### src/phypk_map.vh
// Purpose: offsets, field positions, reset values and timing counts of the PHY packet framer
// Assumes: byte addresses on a 32-bit APB, one aligned word per register
// Notes: definitions only
`ifndef PHYPK_MAP_VH
`define PHYPK_MAP_VH

// register byte offsets
`define PHYPK_OFS_CTRL 8'h00
`define PHYPK_OFS_STATUS 8'h04
`define PHYPK_OFS_ATQ_FIRST 8'h70
`define PHYPK_OFS_ATQ_SECOND 8'h78

// control word fields
`define PHYPK_CTRL_NODE_LSB 0
`define PHYPK_CTRL_NODE_MSB 15
`define PHYPK_CTRL_PHYS_LSB 16
`define PHYPK_CTRL_PHYS_MSB 21
`define PHYPK_CTRL_RESET 32'h0000_0000

// status word fields
`define PHYPK_ST_GAP_LSB 0
`define PHYPK_ST_GAP_MSB 5
`define PHYPK_ST_ROOT 8
`define PHYPK_ST_HDR_ERR 16
`define PHYPK_ST_CHK_ERR 17
`define PHYPK_ST_WAKE 18
`define PHYPK_ST_PING_LATE 19
`define PHYPK_ST_TX_CHK_ERR 20

// marker in the first quadlet and its substitute
`define PHYPK_MARK 16'h00E0
`define PHYPK_MARK_SUB 16'h0000

// packet identifier codes
`define PHYPK_ID_CFG 2'h0
`define PHYPK_ID_LINK_ON 2'h1
`define PHYPK_ID_SELF_ID 2'h2
`define PHYPK_PING_TYPE 4'h0

// first quadlet field positions
`define PHYPK_F_ID_MSB 31
`define PHYPK_F_ID_LSB 30
`define PHYPK_F_PHYS_MSB 29
`define PHYPK_F_PHYS_LSB 24
`define PHYPK_F_ROOT 23
`define PHYPK_F_GAPUPD 22
`define PHYPK_F_GAP_MSB 21
`define PHYPK_F_GAP_LSB 16
`define PHYPK_F_TYPE_MSB 21
`define PHYPK_F_TYPE_LSB 18
`define PHYPK_F_DEST_MSB 31
`define PHYPK_F_DEST_LSB 16

// gap count reset value
`define PHYPK_GAP_DEFAULT 6'h3F

// timing
`define PHYPK_CLK_PERIOD_NS 100
`define PHYPK_RESPONSE_TIME_NS 1000
`define PHYPK_RESPONSE_CYCLES (`PHYPK_RESPONSE_TIME_NS / `PHYPK_CLK_PERIOD_NS)

`endif

### src/phypk_fifo.v
// Purpose: transmit queue storage, flip-flop FIFO
// Assumes: single clock, synchronous active-low reset
// Notes: in_ready low while full, out_valid low while empty
module phypk_fifo #(
    parameter WIDTH = 32,
    parameter DEPTH = 32,
    parameter AW = 5
) (
    // clock and reset
    input wire sys_clk,
    input wire rst_n,
    // fill side
    input wire in_valid,
    output wire in_ready,
    input wire [WIDTH-1:0] in_data,
    // drain side
    output wire out_valid,
    input wire out_ready,
    output wire [WIDTH-1:0] out_data
);
    reg [WIDTH-1:0] mem [0:DEPTH-1];
    reg [AW-1:0] wr_ptr;
    reg [AW-1:0] rd_ptr;
    reg [AW:0] count;
    wire push;
    wire pop;

    assign in_ready = (count != DEPTH[AW:0]);
    assign out_valid = (count != {(AW+1){1'b0}});
    assign out_data = mem[rd_ptr];
    assign push = in_valid & in_ready;
    assign pop = out_valid & out_ready;

    always @(posedge sys_clk) begin
        if (push) begin
            mem[wr_ptr] <= in_data;
        end
    end

    always @(posedge sys_clk) begin
        if (!rst_n) begin
            wr_ptr <= {AW{1'b0}};
            rd_ptr <= {AW{1'b0}};
            count <= {(AW+1){1'b0}};
        end else begin
            if (push) begin
                wr_ptr <= (wr_ptr == DEPTH[AW-1:0] - 1'b1) ? {AW{1'b0}} : wr_ptr + 1'b1;
            end
            if (pop) begin
                rd_ptr <= (rd_ptr == DEPTH[AW-1:0] - 1'b1) ? {AW{1'b0}} : rd_ptr + 1'b1;
            end
            if (push && !pop) begin
                count <= count + 1'b1;
            end else if (pop && !push) begin
                count <= count - 1'b1;
            end
        end
    end
endmodule // phypk_fifo

### src/phypk_framer.v
// Purpose: PHY packet framing on transmit and interpretation on receipt
// Assumes: APB slave at 10 MHz sys_clk; PHY side logic on the same clock
// Notes: transmit quadlets pass a FIFO toward the PHY
//
// The register offsets and the APB slave port were decided locally.
`include "phypk_map.vh"

module phypk_framer #(
    parameter FIFO_WIDTH = 32,
    parameter FIFO_DEPTH = 32,
    parameter FIFO_AW = 5
) (
    // clock and reset
    input wire sys_clk,
    input wire rst_n,
    // apb slave
    input wire psel,
    input wire penable,
    input wire pwrite,
    input wire [7:0] paddr,
    input wire [31:0] pwdata,
    output reg [31:0] prdata,
    output reg pready,
    output reg pslverr,
    // toward the phy transmitter
    output reg tx_valid,
    output reg [31:0] tx_data,
    input wire tx_ready,
    // received phy packets
    input wire rx_valid,
    input wire [31:0] rx_first,
    input wire [31:0] rx_second,
    input wire bus_reset,
    // link layer events and self-id answer
    output reg phy_event_indication,
    output reg selfid_valid,
    output reg [31:0] selfid_data,
    input wire selfid_ready,
    // present configuration
    output reg root_pref,
    output reg [5:0] gap_count
);
    reg [15:0] node_id;
    reg [5:0] phys_num;
    reg hdr_err;
    reg chk_err;
    reg wake_seen;
    reg ping_late;
    reg tx_chk_err;
    reg [31:0] tx_first_raw;
    reg gap_hold;
    reg gap_once;
    reg selfid_second;
    reg [7:0] resp_cnt;

    // self-id answer states
    localparam SID_IDLE = 3'b001;
    localparam SID_FIRST = 3'b010;
    localparam SID_SECOND = 3'b100;
    reg [2:0] sid_state;
    reg [2:0] next_sid_state;

    function mapped;
        input [7:0] addr;
        begin
            mapped = (addr == `PHYPK_OFS_CTRL) || (addr == `PHYPK_OFS_STATUS) ||
                     (addr == `PHYPK_OFS_ATQ_FIRST) || (addr == `PHYPK_OFS_ATQ_SECOND);
        end
    endfunction

    function is_queue;
        input [7:0] addr;
        begin
            is_queue = (addr == `PHYPK_OFS_ATQ_FIRST) || (addr == `PHYPK_OFS_ATQ_SECOND);
        end
    endfunction

    // apb access decode
    wire access = psel & penable & ~pready;
    wire fifo_in_ready;
    wire q_write = access & pwrite & is_queue(paddr);
    wire stall = q_write & ~fifo_in_ready;
    wire done = access & ~stall;
    wire wr_first = q_write & fifo_in_ready & (paddr == `PHYPK_OFS_ATQ_FIRST);
    wire wr_second = q_write & fifo_in_ready & (paddr == `PHYPK_OFS_ATQ_SECOND);
    wire wr_ctrl = done & pwrite & (paddr == `PHYPK_OFS_CTRL);
    wire wr_status = done & pwrite & (paddr == `PHYPK_OFS_STATUS);

    // marker swap on the first quadlet
    wire is_phy_pkt = (pwdata[15:0] == `PHYPK_MARK);
    wire [31:0] fifo_in_data = (wr_first && is_phy_pkt) ?
        {pwdata[31:16], `PHYPK_MARK_SUB} : pwdata;

    // transmit queue
    wire fifo_out_valid;
    wire [31:0] fifo_out_data;
    wire fifo_out_ready = ~tx_valid | tx_ready;

    phypk_fifo #(
        .WIDTH(FIFO_WIDTH),
        .DEPTH(FIFO_DEPTH),
        .AW(FIFO_AW)
    ) u_queue (
        .sys_clk(sys_clk),
        .rst_n(rst_n),
        .in_valid(wr_first | wr_second),
        .in_ready(fifo_in_ready),
        .in_data(fifo_in_data),
        .out_valid(fifo_out_valid),
        .out_ready(fifo_out_ready),
        .out_data(fifo_out_data)
    );

    // receive field decode
    wire [1:0] rx_id = rx_first[`PHYPK_F_ID_MSB:`PHYPK_F_ID_LSB];
    wire [5:0] rx_phys = rx_first[`PHYPK_F_PHYS_MSB:`PHYPK_F_PHYS_LSB];
    wire rx_root = rx_first[`PHYPK_F_ROOT];
    wire rx_gapupd = rx_first[`PHYPK_F_GAPUPD];
    wire [5:0] rx_gap = rx_first[`PHYPK_F_GAP_MSB:`PHYPK_F_GAP_LSB];
    wire [3:0] rx_type = rx_first[`PHYPK_F_TYPE_MSB:`PHYPK_F_TYPE_LSB];
    wire rx_ok = rx_valid & (rx_second == ~rx_first);
    wire rx_mine = (rx_phys == phys_num);
    wire rx_cfg = rx_ok & (rx_id == `PHYPK_ID_CFG);
    wire set_root = rx_cfg & rx_root;
    wire set_gap = rx_cfg & rx_gapupd;
    wire rx_ping = rx_cfg & ~rx_root & ~rx_gapupd & (rx_type == `PHYPK_PING_TYPE) & rx_mine;
    wire rx_link_on = rx_ok & (rx_id == `PHYPK_ID_LINK_ON) & rx_mine;
    wire set_hdr = rx_valid & (rx_id == `PHYPK_ID_CFG) &
        (rx_first[`PHYPK_F_DEST_MSB:`PHYPK_F_DEST_LSB] == node_id);
    wire set_chk = rx_valid & ~(rx_second == ~rx_first);
    wire set_tx_chk = wr_second & (pwdata != ~tx_first_raw);
    wire set_late = (sid_state == SID_FIRST) & ~selfid_ready &
        (resp_cnt == `PHYPK_RESPONSE_CYCLES - 1);

    // control reset value, sliced per field
    wire [31:0] ctrl_rst = `PHYPK_CTRL_RESET;

    // status word
    wire [31:0] status_word = {11'h000, tx_chk_err, ping_late, wake_seen, chk_err, hdr_err,
                               7'h00, root_pref, 2'h0, gap_count};

    // apb slave
    always @(posedge sys_clk) begin
        if (!rst_n) begin
            pready <= 1'b0;
            pslverr <= 1'b0;
            prdata <= 32'h0000_0000;
        end else begin
            pready <= done;
            pslverr <= done & ~mapped(paddr);
            if (done && !pwrite && paddr == `PHYPK_OFS_CTRL) begin
                prdata <= {10'h000, phys_num, node_id};
            end else if (done && !pwrite && paddr == `PHYPK_OFS_STATUS) begin
                prdata <= status_word;
            end else begin
                prdata <= 32'h0000_0000;
            end
        end
    end

    // control and sticky flags, set wins over clear
    always @(posedge sys_clk) begin
        if (!rst_n) begin
            node_id <= ctrl_rst[`PHYPK_CTRL_NODE_MSB:`PHYPK_CTRL_NODE_LSB];
            phys_num <= ctrl_rst[`PHYPK_CTRL_PHYS_MSB:`PHYPK_CTRL_PHYS_LSB];
            hdr_err <= 1'b0;
            chk_err <= 1'b0;
            wake_seen <= 1'b0;
            ping_late <= 1'b0;
            tx_chk_err <= 1'b0;
            tx_first_raw <= 32'h0000_0000;
        end else begin
            if (wr_ctrl) begin
                node_id <= pwdata[`PHYPK_CTRL_NODE_MSB:`PHYPK_CTRL_NODE_LSB];
                phys_num <= pwdata[`PHYPK_CTRL_PHYS_MSB:`PHYPK_CTRL_PHYS_LSB];
            end
            if (wr_first) begin
                tx_first_raw <= pwdata;
            end
            hdr_err <= set_hdr | (hdr_err & ~(wr_status & pwdata[`PHYPK_ST_HDR_ERR]));
            chk_err <= set_chk | (chk_err & ~(wr_status & pwdata[`PHYPK_ST_CHK_ERR]));
            wake_seen <= rx_link_on | (wake_seen & ~(wr_status & pwdata[`PHYPK_ST_WAKE]));
            ping_late <= set_late | (ping_late & ~(wr_status & pwdata[`PHYPK_ST_PING_LATE]));
            tx_chk_err <= set_tx_chk | (tx_chk_err & ~(wr_status & pwdata[`PHYPK_ST_TX_CHK_ERR]));
        end
    end

    // transmit output stage
    always @(posedge sys_clk) begin
        if (!rst_n) begin
            tx_valid <= 1'b0;
            tx_data <= 32'h0000_0000;
        end else if (fifo_out_ready) begin
            tx_valid <= fifo_out_valid;
            tx_data <= fifo_out_data;
        end
    end

    // configuration state: root preference and gap count
    always @(posedge sys_clk) begin
        if (!rst_n) begin
            root_pref <= 1'b0;
            gap_count <= `PHYPK_GAP_DEFAULT;
            gap_hold <= 1'b0;
            gap_once <= 1'b0;
            phy_event_indication <= 1'b0;
        end else begin
            phy_event_indication <= rx_link_on;
            if (set_root) begin
                root_pref <= rx_mine;
            end
            if (set_gap) begin
                gap_count <= rx_gap;
                gap_hold <= 1'b1;
                gap_once <= 1'b0;
            end else if (bus_reset) begin
                if (gap_hold && !gap_once) begin
                    gap_once <= 1'b1;
                end else begin
                    gap_count <= `PHYPK_GAP_DEFAULT;
                    gap_hold <= 1'b0;
                    gap_once <= 1'b0;
                end
            end
        end
    end

    // self-id answer sequencing
    always @* begin
        case (sid_state)
            SID_IDLE: begin
                next_sid_state = rx_ping ? SID_FIRST : SID_IDLE;
            end
            SID_FIRST: begin
                next_sid_state = selfid_ready ? SID_SECOND : SID_FIRST;
            end
            SID_SECOND: begin
                next_sid_state = selfid_ready ? SID_IDLE : SID_SECOND;
            end
            default: begin
                next_sid_state = SID_IDLE;
            end
        endcase
    end

    always @(posedge sys_clk) begin
        if (!rst_n) begin
            sid_state <= SID_IDLE;
            selfid_valid <= 1'b0;
            selfid_data <= 32'h0000_0000;
            selfid_second <= 1'b0;
            resp_cnt <= 8'h00;
        end else begin
            sid_state <= next_sid_state;
            case (sid_state)
                SID_IDLE: begin
                    resp_cnt <= 8'h00;
                    if (rx_ping) begin
                        selfid_valid <= 1'b1;
                        selfid_second <= 1'b0;
                        selfid_data <= {`PHYPK_ID_SELF_ID, phys_num, 2'h1, gap_count, 15'h0000, root_pref};
                    end
                end
                SID_FIRST: begin
                    if (selfid_ready) begin
                        selfid_second <= 1'b1;
                        selfid_data <= ~selfid_data;
                    end else if (resp_cnt != 8'hFF) begin
                        resp_cnt <= resp_cnt + 8'h01;
                    end
                end
                SID_SECOND: begin
                    if (selfid_ready) begin
                        selfid_valid <= 1'b0;
                        selfid_second <= 1'b0;
                    end
                end
                default: begin
                    selfid_valid <= 1'b0;
                end
            endcase
        end
    end
endmodule // phypk_framer

### config.mk
export PLATFORM = sky130hd
export DESIGN_NAME = phypk_framer
export DESIGN_NICKNAME = d
export VERILOG_FILES = /design/src/phypk_fifo.v /design/src/phypk_framer.v
export VERILOG_INCLUDE_DIRS = /design/src
export SDC_FILE = /design/constraint.sdc
export NUM_CORES = 2
export LEC_CHECK = 0
export BUFFER_PORTS_ARGS = -buffer_cell sky130_fd_sc_hd__buf_4
export CAP_MARGIN = 25
export CORE_ASPECT_RATIO = 0.9
export CORE_MARGIN = 5
export CORE_UTILIZATION = 27
export DETAILED_ROUTE_END_ITERATION = 12
export GPL_ROUTABILITY_DRIVEN = 0
export GPL_TIMING_DRIVEN = 0
export RECOVER_POWER = 100
export SETUP_SLACK_MARGIN = 0.1
export SLEW_MARGIN = 40
export SYNTH_ARGS = -nofsm -noshare
export SYNTH_HDL_FRONTEND = slang
export SYNTH_SLANG_ARGS = --single-unit
export TNS_END_PERCENT = 1
### constraint.sdc
create_clock -name sys_clk -period 10.9 [get_ports sys_clk]
set_input_delay 2.18 -clock sys_clk [delete_from_list [all_inputs] [get_ports sys_clk]]
set_output_delay 2.18 -clock sys_clk [all_outputs]
set_load 0.005 [all_outputs]
==> out/results.tsv <==
stage	metric	value	unit
finish	count of non-filler cells in the finished layout	5266	
floorplan	DIE AREA	0.184	mm²
synth	Main synth FF type	sky130_fd_sc_hd__edfxtp_1	
setup_path	critical path endpoint category	register	
synth	number of flops mapped to enable cells by yosys	1024	
cts	Hold-fix buffers, CTS	0	
placed_design	DPL Wire Length	88700	µm
setup_path	Setup Crit Path Kind	in2reg	
cts	clock input transition at the sequential cells of the worst setup and hold paths	0.06	ns
detailed_routing	Routed WL per cell	23.9	µm
synth	library cells used by synthesis	63	
global_route	grt met2 use	21.2	%
cts	total number of clock tree sinks	1210	
setup_path	CP Data Arrival Time	6.76	ns
hold_path	worst min-delay path class	reg2reg	
synth	sequential element share of the synthesized area	72.8	%
outcome	run status	finished, violations left	
cts	number of resized instances in the post-cts repair step	0	
setup_path	crit start category	input pin	
synth	share of flip-flops with an asynchronous set or reset	0	%
timing	Post-Route Hold Slack	0.450	ns
setup_path	FF-to-FF End	u_queue.mem[29][4]$_DFFE_PP_	
placed_design	input/output buffers	210	
global_route	GR met1 Demand/Resource	18.5	%
cts	level count of the clock H-tree	3	
finish	share of final-layout standard cells stronger than drive strength 1	22.4	%
cts	CTS tree	done	
global_route	total grt overflow	0	
setup_path	crit path buf inv count	4	
finish	Area growth syn-to-layout	17.1	%
setup_path	Worst path top cell family by delay	simple AND/OR/NAND/NOR gates	
power_and_ir_drop	leakage dissipation	17.4	nW
detailed_routing	via count normalized by instance count	4.80	
run	maximum capacitance violations	22	
detailed_routing	length of the first detailed-routing pass in iterations	5	
floorplan	Ports	221	
timing	Finish-stage setup viols	0	
placed_design	Post-Place Worst Slack	5.15	ns
detailed_routing	via count of the routed design	25300	
synth	Post-Syn Area per Cell	19.0	µm²
cts	Max clock buf depth	3	
setup_path	maximum single-stage delay on the critical path	1.02	ns
detailed_routing	remaining antenna violation count after routing	0	
setup_path	count of cells along the worst register-to-register path	9	
floorplan	height of the chip	407	µm
finish	Final #Nets	3021	
setup_path	worst setup path start	paddr[1]	
global_route	vias in the first global route	25500	
global_route	global route hottest layer	met2	
global_route	maximum number of pins on one net before global-route repair	37	
global_route	wire length of the first global-routing pass	181000	µm
cts	Clock Root Buffer	sky130_fd_sc_hd__clkbuf_16	
setup_path	Slowest cell on crit path	sky130_fd_sc_hd__nor2_1	
synth	number of synthesis warnings	0	
timing	shortest period the worst path allows	6.41	ns
power_and_ir_drop	maximum VDD drop	0.151	mV
synth	cell taking the most area after synthesis	sky130_fd_sc_hd__edfxtp_1	
floorplan	Core Area	0.174	mm²
timing	total count of hold-check failures in the final report	0	
global_route	antenna violations before repair	4	
setup_path	Critical R2R Launch	u_queue.count[0]$_SDFFE_PN0P_	
timing	sum of negative setup slack	0	ns
detailed_routing	final wirelength	126000	µm
finish	diode count	0	
synth	FF+latch count, synth	1210	
detailed_routing	post-route DRC violation count	0	
synth	number of instances in the synthesized netlist	2490	
floorplan	number of rows in the core area	145	
timing	Max Clock Skew	0.0381	ns
global_route	total routing usage reported by global routing	13.3	%
setup_path	Cell Chain, Critical Path	clkbuf_4 > or3_1 > nor2_1 > nand2_1 > inv_1 > nand2_1 > nor2_1 > clkbuf_1 > clkbuf_1	
setup_path	cell depth of the worst setup path	9	
cts	clock latency on the worst-skew pair	0.74	ns
setup_path	flop-to-flop setup slack	5.84	ns
synth	cell area after synthesis	0.0473	mm²
finish	most common library cell in the layout ignoring fill and taps	sky130_fd_sc_hd__edfxtp_1	
timing	Period Utilization, post-route	58.9	%
setup_path	crit-path max FO	13	
timing	Rel. slew slack	-32.4	%
floorplan	DIE WIDTH	451	µm
timing	actual transition at the worst max-transition pin	1.99	ns
cts	TritonCTS Buffers	114	
synth	Synth top area share	64.9	%
outcome	violated checks	capacitance limit, slew limit	
power_and_ir_drop	P per Cell Area	204	mW/mm²
timing	post-route setup slack	4.49	ns
setup_path	Required @ worst endpoint	11.24	ns
cts	post-CTS setup repair buffer count	0	
detailed_routing	violation count after the first detailed-route iteration	2637	
global_route	met3 usage	2.89	%
finish	commonest cells after routing, fill and taps aside	1024 x sky130_fd_sc_hd__edfxtp_1, 288 x sky130_fd_sc_hd__mux4_2, 261 x sky130_fd_sc_hd__clkbuf_1	
placed_design	number of placed instances, taps included	5055	
timing	Max Transition Viols Final	688	
timing	RSZ-0062 raised after global routing	false	
timing	Highest Clock Rate	0.156	GHz
setup_path	end point of the critical path	u_queue.mem[29][4]$_DFFE_PP_	
floorplan	initial core utilization	27.2	%
synth	cells taking the most area after synthesis	sky130_fd_sc_hd__edfxtp_1 65%, sky130_fd_sc_hd__mux4_2 14%, sky130_fd_sc_hd__dfxtp_1 7.9%	
per-layer routing:
layer,share of wire (%),vias to the layer above
li1,-,10900
met1,43,13300
met2,47,926
met3,6.8,191
met4,2.7,4
met5,0.017,-
power breakdown:
part	total, mW	internal, mW	switching (mW)
Clock	3.91	2.18	1.73
Sequential	5.11	5.07	0.0434
Combinational	2.29	1.11	1.18
registers in the layout (all words and copies together) (netlist names), 3 cells and up:
register / flops
resp_cnt: 8
u_queue.wr_ptr: 5
tx_first_raw: 32
u_queue.count: 6
u_queue.rd_ptr: 5
prdata: 22
phys_num: 6
tx_data: 32
sid_state: 3
node_id: 16
selfid_data: 32
u_queue.mem: 1024
gap_count: 6
final cells by class:
cell class	count	area, µm²
plain buffers	159	883
clock buffers	156	3130
clock inverters	55	547
fillers	16700	119000
inverters	12	45.0
multi-input cells	1118	12000
flip-flops and latches	1210	34500
well taps	2278	2850
repair buffers	278	1510
metrics by stage:
stage	utilization [%]	total power, mW	cell area, µm²
after floorplan	-	6.79	47400
after global placement	29.8	7.55	51800
after detailed placement	30.8	7.58	53500
after CTS	32.9	11.5	57200
after global routing	31.9	11.8	55400
final	31.9	11.3	55400
kinds of logic (layout without fill, tap and decap cells):
family                     after synthesis  count (layout)  synth area share, %
buffers and inverters                  171             660                 1.97
muxes                                  363             363                 15.3
AOI/OAI and AO/OA                      234             234                 3.57
xor gates and xnor gates                95              95                 1.76
adders and majority gates               15              15                0.412
and+or+nand+nor                        401             401                 4.20
DFF                                   1210            1210                 72.8
other                                    1              10              0.00792
worst min-delay path by stage:
stage | from | to | slack (ns) | cells past startpoint
global placement | selfid_data[9]$_SDFFE_PN0P_ | selfid_data[9]$_SDFFE_PN0P_ | 0.43 | 1
CTS | tx_data[19]$_SDFFE_PN0N_ | tx_data[19]$_SDFFE_PN0N_ | 0.46 | 1
detailed placement | tx_data[19]$_SDFFE_PN0N_ | tx_data[19]$_SDFFE_PN0N_ | 0.44 | 1
global route | tx_data[27]$_SDFFE_PN0N_ | tx_data[27]$_SDFFE_PN0N_ | 0.47 | 1
floorplan | tx_chk_err$_SDFF_PN0_ | tx_chk_err$_SDFF_PN0_ | 0.43 | 2
finish | tx_data[19]$_SDFFE_PN0N_ | tx_data[19]$_SDFFE_PN0N_ | 0.45 | 1
synthesized netlist by cell type, types with 3 or more instances:
cell type                   number
sky130_fd_sc_hd__mux2i_1        75
sky130_fd_sc_hd__or3_1          10
sky130_fd_sc_hd__a31oi_1         4
sky130_fd_sc_hd__xor2_1         53
sky130_fd_sc_hd__buf_1           4
sky130_fd_sc_hd__and2_1         26
sky130_fd_sc_hd__buf_8           9
sky130_fd_sc_hd__a21o_1         35
sky130_fd_sc_hd__o211ai_1        4
sky130_fd_sc_hd__or4_1           5
sky130_fd_sc_hd__nand3_1         9
sky130_fd_sc_hd__buf_4          20
sky130_fd_sc_hd__a41oi_1        14
sky130_fd_sc_hd__a21oi_1        48
sky130_fd_sc_hd__nor4_1         23
sky130_fd_sc_hd__mux4_2        288
sky130_fd_sc_hd__nor2_1        108
sky130_fd_sc_hd__nand4_1        18
sky130_fd_sc_hd__nor3_1         20
sky130_fd_sc_hd__o21ai_0         8
sky130_fd_sc_hd__a22o_1         11
sky130_fd_sc_hd__o2111ai_1       3
sky130_fd_sc_hd__nand2b_1        7
sky130_fd_sc_hd__o22ai_1        31
sky130_fd_sc_hd__buf_6           8
sky130_fd_sc_hd__ha_1           14
sky130_fd_sc_hd__xnor2_1        42
sky130_fd_sc_hd__o32ai_1        17
sky130_fd_sc_hd__edfxtp_1     1024
sky130_fd_sc_hd__inv_1          12
sky130_fd_sc_hd__clkbuf_1       76
sky130_fd_sc_hd__nand3b_1        6
sky130_fd_sc_hd__dfxtp_1       186
sky130_fd_sc_hd__o31ai_1        13
sky130_fd_sc_hd__nor2b_1        34
sky130_fd_sc_hd__nor3b_1         3
sky130_fd_sc_hd__a2111oi_0      31
sky130_fd_sc_hd__nand2_1       113
sky130_fd_sc_hd__and3_1          4
sky130_fd_sc_hd__buf_2          42
(Power assumes the default switching activity.)
